==> config.mk <==
export PLATFORM = sky130hd
export DESIGN_NAME = scl_strap_latch
export DESIGN_NICKNAME = d
export VERILOG_FILES = /design/src/rtl/scl_pkg.sv /design/src/rtl/scl_strap_latch.sv
export SDC_FILE = /design/constraint.sdc
export NUM_CORES = 1
export LEC_CHECK = 0
export BUFFER_PORTS_ARGS = -buffer_cell sky130_fd_sc_hd__buf_2
export CAP_MARGIN = 15
export CORE_MARGIN = 2
export CORE_UTILIZATION = 31
export DETAILED_ROUTE_END_ITERATION = 8
export GPL_ROUTABILITY_DRIVEN = 0
export PLACE_DENSITY = 0.61
export SLEW_MARGIN = 20
export SYNTH_ARGS = -nofsm -noshare
export SYNTH_HDL_FRONTEND = slang
export SYNTH_SLANG_ARGS = --single-unit
export TNS_END_PERCENT = 100
==> constraint.sdc <==
create_clock -name sys_clk_i -period 2.9 [get_ports sys_clk_i]
set_clock_uncertainty 0.1 [all_clocks]
set_input_delay 0.58 -clock sys_clk_i [delete_from_list [all_inputs] [get_ports sys_clk_i]]
set_output_delay 0.58 -clock sys_clk_i [all_outputs]
set_load 0.05 [all_outputs]
==> src/rtl/scl_pkg.sv <==
// Notes on behaviour
// - Every strap pin is sampled around reset and the sampled values are held after reset.
// - Strap pins are weakly pulled inputs during reset and driven outputs otherwise; the logic keeps them pulled inputs until the settle window closes.
// - With fiber select low the shared strap is read as the speed selection.
// - The speed strap high means 100 Mbit/s, the pulled default, and low means 10 Mbit/s.
// - The sampled speed is loaded into control register bit 13 when reset ends; the logic loads it when the settle window closes.
// - The sampled speed sets the speed capabilities in advertisement register 4h.
// - With fiber select high the shared strap enables far-end fault when high, disables when low.
// - The duplex strap high means half duplex, low full duplex, loaded into control bit 8.
// - The autoneg strap high enables negotiation, low disables it, loaded into control bit 12.
// - In fiber mode negotiation is forced off whatever the autoneg strap shows.
// - The isolate strap is loaded into control bit 10, high isolates, low is the default.
// - The station address straps give address bits 2..0 and bits 4..3 are always zero.
package scl_pkg;

  // Register offsets on the management port
  localparam logic [4:0] SCL_REG_CTRL  = 5'h00;
  localparam logic [4:0] SCL_REG_ADV   = 5'h04;
  localparam logic [4:0] SCL_REG_STRAP = 5'h10;

  // Control register field positions
  localparam int SCL_CTRL_SPEED  = 13;
  localparam int SCL_CTRL_ANEG   = 12;
  localparam int SCL_CTRL_ISO    = 10;
  localparam int SCL_CTRL_DUPLEX = 8;

  // Advertisement field positions and fixed selector
  localparam int         SCL_ADV_100FD = 8;
  localparam int         SCL_ADV_100HD = 7;
  localparam int         SCL_ADV_10FD  = 6;
  localparam int         SCL_ADV_10HD  = 5;
  localparam logic [4:0] SCL_ADV_SEL   = 5'h01;

  // Values after reset follow the internal pull defaults
  localparam logic       SCL_RST_SPEED = 1'b1;
  localparam logic       SCL_RST_ANEG  = 1'b1;
  localparam logic       SCL_RST_ISO   = 1'b0;
  localparam logic       SCL_RST_FULL  = 1'b0;
  localparam logic [3:0] SCL_RST_ADV   = 4'hF;

  // Strap settle window after reset release
  localparam int         SCL_CLK_NS     = 25;
  localparam int         SCL_SETTLE_NS  = 100;
  localparam int         SCL_SETTLE_INT = (SCL_SETTLE_NS + SCL_CLK_NS - 1) / SCL_CLK_NS;
  localparam logic [2:0] SCL_SETTLE_CYC = 3'(SCL_SETTLE_INT);

  // One bit per strap pin
  typedef struct packed {
    logic       shared;   // Speed or far-end fault
    logic       duplex;
    logic       autoneg;
    logic       isolate;
    logic [2:0] addr;     // Station address
  } scl_strap_s;

  // Configuration seen by the rest of the transceiver
  typedef struct packed {
    logic       speed_100;
    logic       full_duplex;
    logic       autoneg_en;
    logic       isolate;
    logic       far_end_fault_en;
    logic       fiber;
    logic [4:0] phy_addr;
  } scl_cfg_s;

endpackage

==> src/rtl/scl_strap_latch.sv <==
// Chosen here: the placing of the registers and the strobed register port.
`timescale 1ns/1ps
module scl_strap_latch
  import scl_pkg::*;
(
  input  wire logic       sys_clk_i,      // Device clock
  input  wire logic       reset_i,        // Async reset, high
  input  wire scl_strap_s strap_pin_i,    // Pad levels
  output scl_strap_s      strap_out_o,    // Pad drive values
  output scl_strap_s      strap_oe_o,     // Pad output enables
  output logic            strap_pull_o,   // Weak pulls enabled
  input  wire scl_strap_s func_out_i,     // Normal-mode pad data
  input  wire logic       fiber_select_i, // Fiber select pin
  input  wire logic [4:0] reg_addr_i,     // Register address
  input  wire logic [15:0] reg_wdata_i,   // Write data
  input  wire logic       reg_wr_i,       // Write strobe
  input  wire logic       reg_rd_i,       // Read strobe
  output logic [15:0]     reg_rdata_o,    // Read data, next cycle
  output scl_cfg_s        cfg_o,          // Live configuration
  output logic            strap_done_o    // Straps captured
);

  scl_strap_s  sync1_r;
  scl_strap_s  sync2_r;
  scl_strap_s  lat_r;
  logic        fib1_r;
  logic        fib2_r;
  logic        fib_lat_r;
  logic        phase_r;
  logic [2:0]  cnt_r;
  logic        load_r;
  logic        speed_r;
  logic        aneg_r;
  logic        iso_r;
  logic        full_r;
  logic [3:0]  adv_r;
  logic        fef_r;
  logic [2:0]  addr_r;
  scl_strap_s  oe_r;
  scl_strap_s  out_r;
  logic        pull_r;
  logic [15:0] rdata_r;
  scl_cfg_s    cfg_r;
  logic        done_r;
  logic [15:0] ctrl_val;
  logic [15:0] adv_val;
  logic        wr_ctrl;
  logic        wr_adv;

  // Pads are asynchronous to sys_clk, so two stages before any use
  always_ff @(posedge sys_clk_i or posedge reset_i) begin
    if (reset_i) begin
      sync1_r <= '0;
      sync2_r <= '0;
      fib1_r  <= 1'b0;
      fib2_r  <= 1'b0;
    end else begin
      sync1_r <= strap_pin_i;
      sync2_r <= sync1_r;
      fib1_r  <= fiber_select_i;
      fib2_r  <= fib1_r;
    end
  end

  // Sampling window: open during reset and a few cycles after, so the
  // synchronisers flush their reset value before the last capture
  always_ff @(posedge sys_clk_i or posedge reset_i) begin
    if (reset_i) begin
      phase_r <= 1'b1;
      cnt_r   <= SCL_SETTLE_CYC;
      load_r  <= 1'b0;
    end else begin
      load_r <= 1'b0;
      if (phase_r) begin
        if (cnt_r == 3'h0) begin
          phase_r <= 1'b0;
          load_r  <= 1'b1;
        end else begin
          cnt_r <= cnt_r - 3'h1;
        end
      end
    end
  end

  // Capture while the window is open, then freeze
  always_ff @(posedge sys_clk_i or posedge reset_i) begin
    if (reset_i) begin
      lat_r     <= '0;
      fib_lat_r <= 1'b0;
    end else if (phase_r) begin
      lat_r     <= sync2_r;
      fib_lat_r <= fib2_r;
    end
  end

  // Pad direction: pulled inputs in the window, outputs after it
  always_ff @(posedge sys_clk_i or posedge reset_i) begin
    if (reset_i) begin
      oe_r   <= '0;
      out_r  <= '0;
      pull_r <= 1'b1;
    end else begin
      oe_r   <= phase_r ? '0 : '1;
      out_r  <= func_out_i;
      pull_r <= phase_r;
    end
  end

  assign wr_ctrl = reg_wr_i && (reg_addr_i == SCL_REG_CTRL);
  assign wr_adv  = reg_wr_i && (reg_addr_i == SCL_REG_ADV);

  // Control bits: strap load at window close, software writes later
  always_ff @(posedge sys_clk_i or posedge reset_i) begin
    if (reset_i) begin
      speed_r <= SCL_RST_SPEED;
      aneg_r  <= SCL_RST_ANEG;
      iso_r   <= SCL_RST_ISO;
      full_r  <= SCL_RST_FULL;
    end else if (load_r) begin
      // Fiber runs at 100 only; the shared strap is fault enable there
      speed_r <= fib_lat_r ? 1'b1 : lat_r.shared;
      aneg_r  <= lat_r.autoneg && !fib_lat_r;
      iso_r   <= lat_r.isolate;
      full_r  <= !lat_r.duplex;
    end else if (wr_ctrl) begin
      speed_r <= reg_wdata_i[SCL_CTRL_SPEED];
      aneg_r  <= reg_wdata_i[SCL_CTRL_ANEG];
      iso_r   <= reg_wdata_i[SCL_CTRL_ISO];
      full_r  <= reg_wdata_i[SCL_CTRL_DUPLEX];
    end
  end

  // Advertised abilities: 10 Mbit strap drops the 100 Mbit abilities
  always_ff @(posedge sys_clk_i or posedge reset_i) begin
    if (reset_i) begin
      adv_r <= SCL_RST_ADV;
    end else if (load_r) begin
      adv_r <= (fib_lat_r || lat_r.shared) ? 4'hF : 4'h3;
    end else if (wr_adv) begin
      adv_r <= reg_wdata_i[SCL_ADV_100FD:SCL_ADV_10HD];
    end
  end

  // Fault enable and address are strap-only
  always_ff @(posedge sys_clk_i or posedge reset_i) begin
    if (reset_i) begin
      fef_r  <= 1'b0;
      addr_r <= 3'h0;
    end else if (load_r) begin
      fef_r  <= fib_lat_r && lat_r.shared;
      addr_r <= lat_r.addr;
    end
  end

  // Register images
  always_comb begin
    ctrl_val                 = 16'h0000;
    ctrl_val[SCL_CTRL_SPEED]  = speed_r;
    ctrl_val[SCL_CTRL_ANEG]   = aneg_r;
    ctrl_val[SCL_CTRL_ISO]    = iso_r;
    ctrl_val[SCL_CTRL_DUPLEX] = full_r;
    adv_val                  = 16'h0000;
    adv_val[SCL_ADV_100FD:SCL_ADV_10HD] = adv_r;
    adv_val[4:0]             = SCL_ADV_SEL;
  end

  // Read port answers one cycle after the strobe; unmapped reads zero
  always_ff @(posedge sys_clk_i or posedge reset_i) begin
    if (reset_i) begin
      rdata_r <= 16'h0000;
    end else if (reg_rd_i) begin
      case (reg_addr_i)
        SCL_REG_CTRL:  rdata_r <= ctrl_val;
        SCL_REG_ADV:   rdata_r <= adv_val;
        SCL_REG_STRAP: rdata_r <= {8'h00, fib_lat_r, fef_r, 1'b0, 2'b00, addr_r};
        default:       rdata_r <= 16'h0000;
      endcase
    end else begin
      rdata_r <= 16'h0000;
    end
  end

  // Registered configuration outputs
  always_ff @(posedge sys_clk_i or posedge reset_i) begin
    if (reset_i) begin
      cfg_r  <= '0;
      done_r <= 1'b0;
    end else begin
      cfg_r.speed_100        <= speed_r;
      cfg_r.full_duplex      <= full_r;
      cfg_r.autoneg_en       <= aneg_r;
      cfg_r.isolate          <= iso_r;
      cfg_r.far_end_fault_en <= fef_r;
      cfg_r.fiber            <= fib_lat_r;
      cfg_r.phy_addr         <= {2'b00, addr_r};
      done_r                 <= !phase_r && !load_r;  // Waits out the load edge so done rises on the same edge that cfg_o turns valid
    end
  end

  assign strap_out_o  = out_r;
  assign strap_oe_o   = oe_r;
  assign strap_pull_o = pull_r;
  assign reg_rdata_o  = rdata_r;
  assign cfg_o        = cfg_r;
  assign strap_done_o = done_r;
endmodule

* After elaboration in Yosys (flattened, before gate mapping)
Index checks and enable logic that the tools add are counted.
** Word-level totals
- Word-level logic and storage cells :: 86
- RAM bits :: 0
- Memory bits (read-only) :: 0
- Output and inout port bits :: 43
- Register bits after elaboration :: 82
- Bits in latches :: 0
- Input bits :: 40
- Memories :: 0
** Cells by class
- Magnitude comparators :: 0
- Mux-type cells :: 19
- $add $sub $neg :: 1
- Eq/ne operators :: 2
- Bitwise operators :: 1
- Shift operators :: 0
- Reduce and logical (&&, ||, !) cells :: 15
- Div/mod/pow operators :: 0
- $mul :: 0
** Operators with widths (count)
- 14-bit case mux with 3 select lines :: 1
- 16-bit 2-to-1 mux :: 1
- 1-bit 2-to-1 mux :: 13
- 4-bit 2-to-1 mux :: 3
- 7-bit 2-to-1 mux :: 1
- 5-bit by 3-bit equality test with 1-bit output, second input constant :: 1
- 5-bit equality test, second input constant :: 1
- 1-bit logical AND :: 5
- 5-bit zero test :: 1
- 1-bit zero test :: 4
- 2-bit nonzero test :: 2
- 3-bit zero test :: 1
- 3-bit by 1-bit subtractor with 3-bit output, second input constant :: 1
- 2-bit AND reduction :: 1
- 1-bit logical OR :: 1
- 1-bit NOT :: 1

* Longest topological paths before layout
- Depth in word-level cells :: 4
- Gate-level depth with buffers :: 5
- Depth with buffers taken out :: 5

* Worst setup path before layout
No wires, ideal clock.
- Path kind :: input to register
- From :: input port reg_addr_i[1]
- To :: register full_r
- Stages :: 4
- Arrival :: 1423 ps
- Required time :: 2663 ps
- Path slack :: 1240 ps
- Setup time :: 137 ps
- Cell sequence :: or4_1 -> buf_2 -> o21ai_1 -> a22oi_1
** Between the ends
- Cells in the longest elaborated chain, start to end :: 3
** RTL lines
- start: declaration :: line scl_strap_latch.sv:14 : input wire logic [4:0] reg_addr_i,
- 5-bit zero test :: line scl_strap_latch.sv:109 : assign wr_ctrl = reg_wr_i && (reg_addr_i == SCL_REG_CTRL);
- 1-bit logical AND :: line scl_strap_latch.sv:109
- 2-bit nonzero test (no source line)
- end signal: assignment :: line scl_strap_latch.sv:124 : full_r <= !lat_r.duplex;
- end signal: assignment :: line scl_strap_latch.sv:129 : full_r <= reg_wdata_i[SCL_CTRL_DUPLEX];
- end: declaration :: line scl_strap_latch.sv:35 : logic full_r;
No other way between the ends.
A chain may end at the register's enable or synchronous reset.

* Worst setup path in the final report
- From :: register pull_r (netlist: strap_pull_o)
- To :: output port strap_pull_o
** RTL lines
- start: declaration :: line scl_strap_latch.sv:41 : logic pull_r;
- start signal: assignment :: line scl_strap_latch.sv:105 : pull_r <= phase_r;
- end: declaration :: line scl_strap_latch.sv:11 : output logic strap_pull_o,
No word-level cell between the ends.

==> run metrics <==
drt drc 0; Worst path slowest cell dfstp_2; CTS Root Cell clkbuf_8; die area just under 0.009 sq mm; register area ~0.0018 sq mm; count leader, synth dfrtp_1; leading area contributor after synthesis dfrtp_1; first-pass GRT wire length 6820 um; Initial Util 31.9%; design area approximately 0.003 sq mm; post-synth top area share 62.0%; RSZ-0062 raised after global routing no; Filler cells about 760; Port-buffer cells between 60 and 70; core area 0.00773 sq mm; die width 93.1 um; worst path arrival time 1080 ps; routed vias/inst between 4 and 5; R2R Path End cnt_r[1]; share of layout cells above drive strength 1 41.7%; synth-to-layout area growth 22.5%; CTS tree done; Worst Path Required 2220 ps; GRT Residual Overflow 0; CP Buf/Inv Count 1; Final period util 60.8%; crit path cell chain buf_2; fmax roughly 0.57 GHz; Leakage 1.51 nW; post-route minimum period around 1800 ps; Hold Crit Class input pin to asynchronous set/reset pin; H-tree Lvls 3; pin count of the biggest net entering global routing 42; Yosys cell types 33; routed vias roughly 1400; post-synthesis cell area 0.00246 sq mm; Hold Slack 222 ps; R2R setup slack 1410 ps; R2R cell count 5; postcts setup bufs 0; synth cell count leaders dfrtp_1, buf_4, mux2_2; Max FO, Critical Path 1; area occupied by multi-input gates 572 sq um; Setup TNS Final 0 ps; DR pass1 iterations 4; Post-Route WL approximately 4000 um; warnings from Yosys 0; critical path endpoint category output port; Slew @ Worst Pin 627 ps; Gates resized, CTS repair 0; clock transition at the registers of the reported paths 70 ps; clock latency on the worst-skew pair 340 ps; initial antenna violation count 0; Critical Path Max Stage Delay 510 ps; largest cells by area after synthesis dfrtp_1, dfstp_2, mux2_2; First DRT Iteration DRCs 49; Detail Route Antenna Nets 0; outcome finished clean; Fin. Hold Viols 0; nets 279; CTS sink count 70; FF-to-FF Start cnt_r[0]; Worst VDD drop 0.210 mV; I/O pin count 83; Antenna diodes 0; crit-path leading delay family flip-flops; CTS buffer count 9; Slew Limit Fails 0; worst setup path category flip-flop to output port; Post-synth top flop dfrtp_1; Detail Placement HPWL approximately 2900 um; ys async rst share 100%; power density cells between 600 and 700 mW/mm^2; Placed Instance Area 0.00284 sq mm; Core Rows 32; CP startpoint kind flip-flop; die height 93.1 um; Synth Area per Inst 14.3 sq um; WL/cell 11.8 um; number of flops mapped to enable cells by yosys 0; hold_buf cts 0; number of max-cap violations 0; cell count after synthesis between 150 and 200; clk buf depth 2; GRT Overall Usage 10.6%; final setup violation count 0; Slew headroom 58.1%; synthesis-stage register bit count 70; register area share after synthesis 71.6%; vias in the first global route 1423
cells by family after synthesis:
family          count (synthesis)  share of synthesized area (%)
simple gates                   32                           8.38
other cells                     1                          0.152
compound gates                 26                           6.40
xor+xnor                        1                          0.356
buf+inv                        27                           6.30
mux                            13                           5.84
flops                          70                           71.6
fa+ha+maj                       2                           1.02
where the power goes:
group	internal, mW	switching (mW)
logic	0.0465	0.138
registers	1.04	0.0165
clock network	0.381	0.322
total	1.46	0.476
flip-flops by register name, summed over array words and instances, names as in the netlist, 3 cells and up:
name,flops
reg_rdata_o,10
cfg_o,9
lat_r,7
strap_out_o,7
sync1_r,7
sync2_r,7
adv_r,4
addr_r,3
cnt_r,3
metal layers:
layer	global-route usage (%)	wire length, um	up-vias
met1	13.9	1850	685
li1	-	-	700
met4	5.51	73	0
met5	0	0	-
met2	14.3	1780	51
met3	5.40	348	7
worst max path at each step:
| stage | start | slack, ps | depth (start not counted) | endpoint |
|---|---|---|---|---|
| finish | strap_pull_o | 1140 | 1 | strap_pull_o |
| global route | strap_pull_o | 1100 | 1 | strap_pull_o |
| CTS | strap_pull_o | 1120 | 1 | strap_pull_o |
| detailed placement | reg_addr_i[1] | 980 | 4 | full_r |
| global placement | reg_addr_i[1] | 980 | 4 | full_r |
| floorplan | reset_i | 470 | 1 | addr_r[0] |
area by class of cell:
cell class / instances / share of cell area, %
sequential: 70 / 58.4
clock buffer: 15 / 5.84
tap: 102 / 4.23
timing repair buffer: 66 / 11.4
multi-input combinational: 82 / 18.9
clock inverter: 1 / 0.166
inverter: 8 / 0.995
metrics by stage:
stage                     utilization, %  std cells  setup WS, ps  power [mW]
after floorplan                        -        179           467        1.20
after global placement              36.7        328           983        1.26
after detailed placement            36.7        328           983        1.26
after CTS                           39.1        344          1120        1.97
after global routing                39.1        344          1100        2.05
final                               39.1        344          1140        1.94
placed cells by master (no fill, tap or decap), types with 4 or more instances in the layout:
cell type,Yosys,layout
a21oi_1,5,5
a22oi_1,4,4
and3_1,4,4
buf_2,1,65
clkbuf_8,0,12
conb_1,1,8
dfrtp_1,61,61
dfstp_2,9,9
inv_1,8,7
mux2_2,11,11
nor2_1,4,4
nor2b_1,4,4
o21ai_1,8,8
Note: power is estimated with default switching activity, not from simulation.
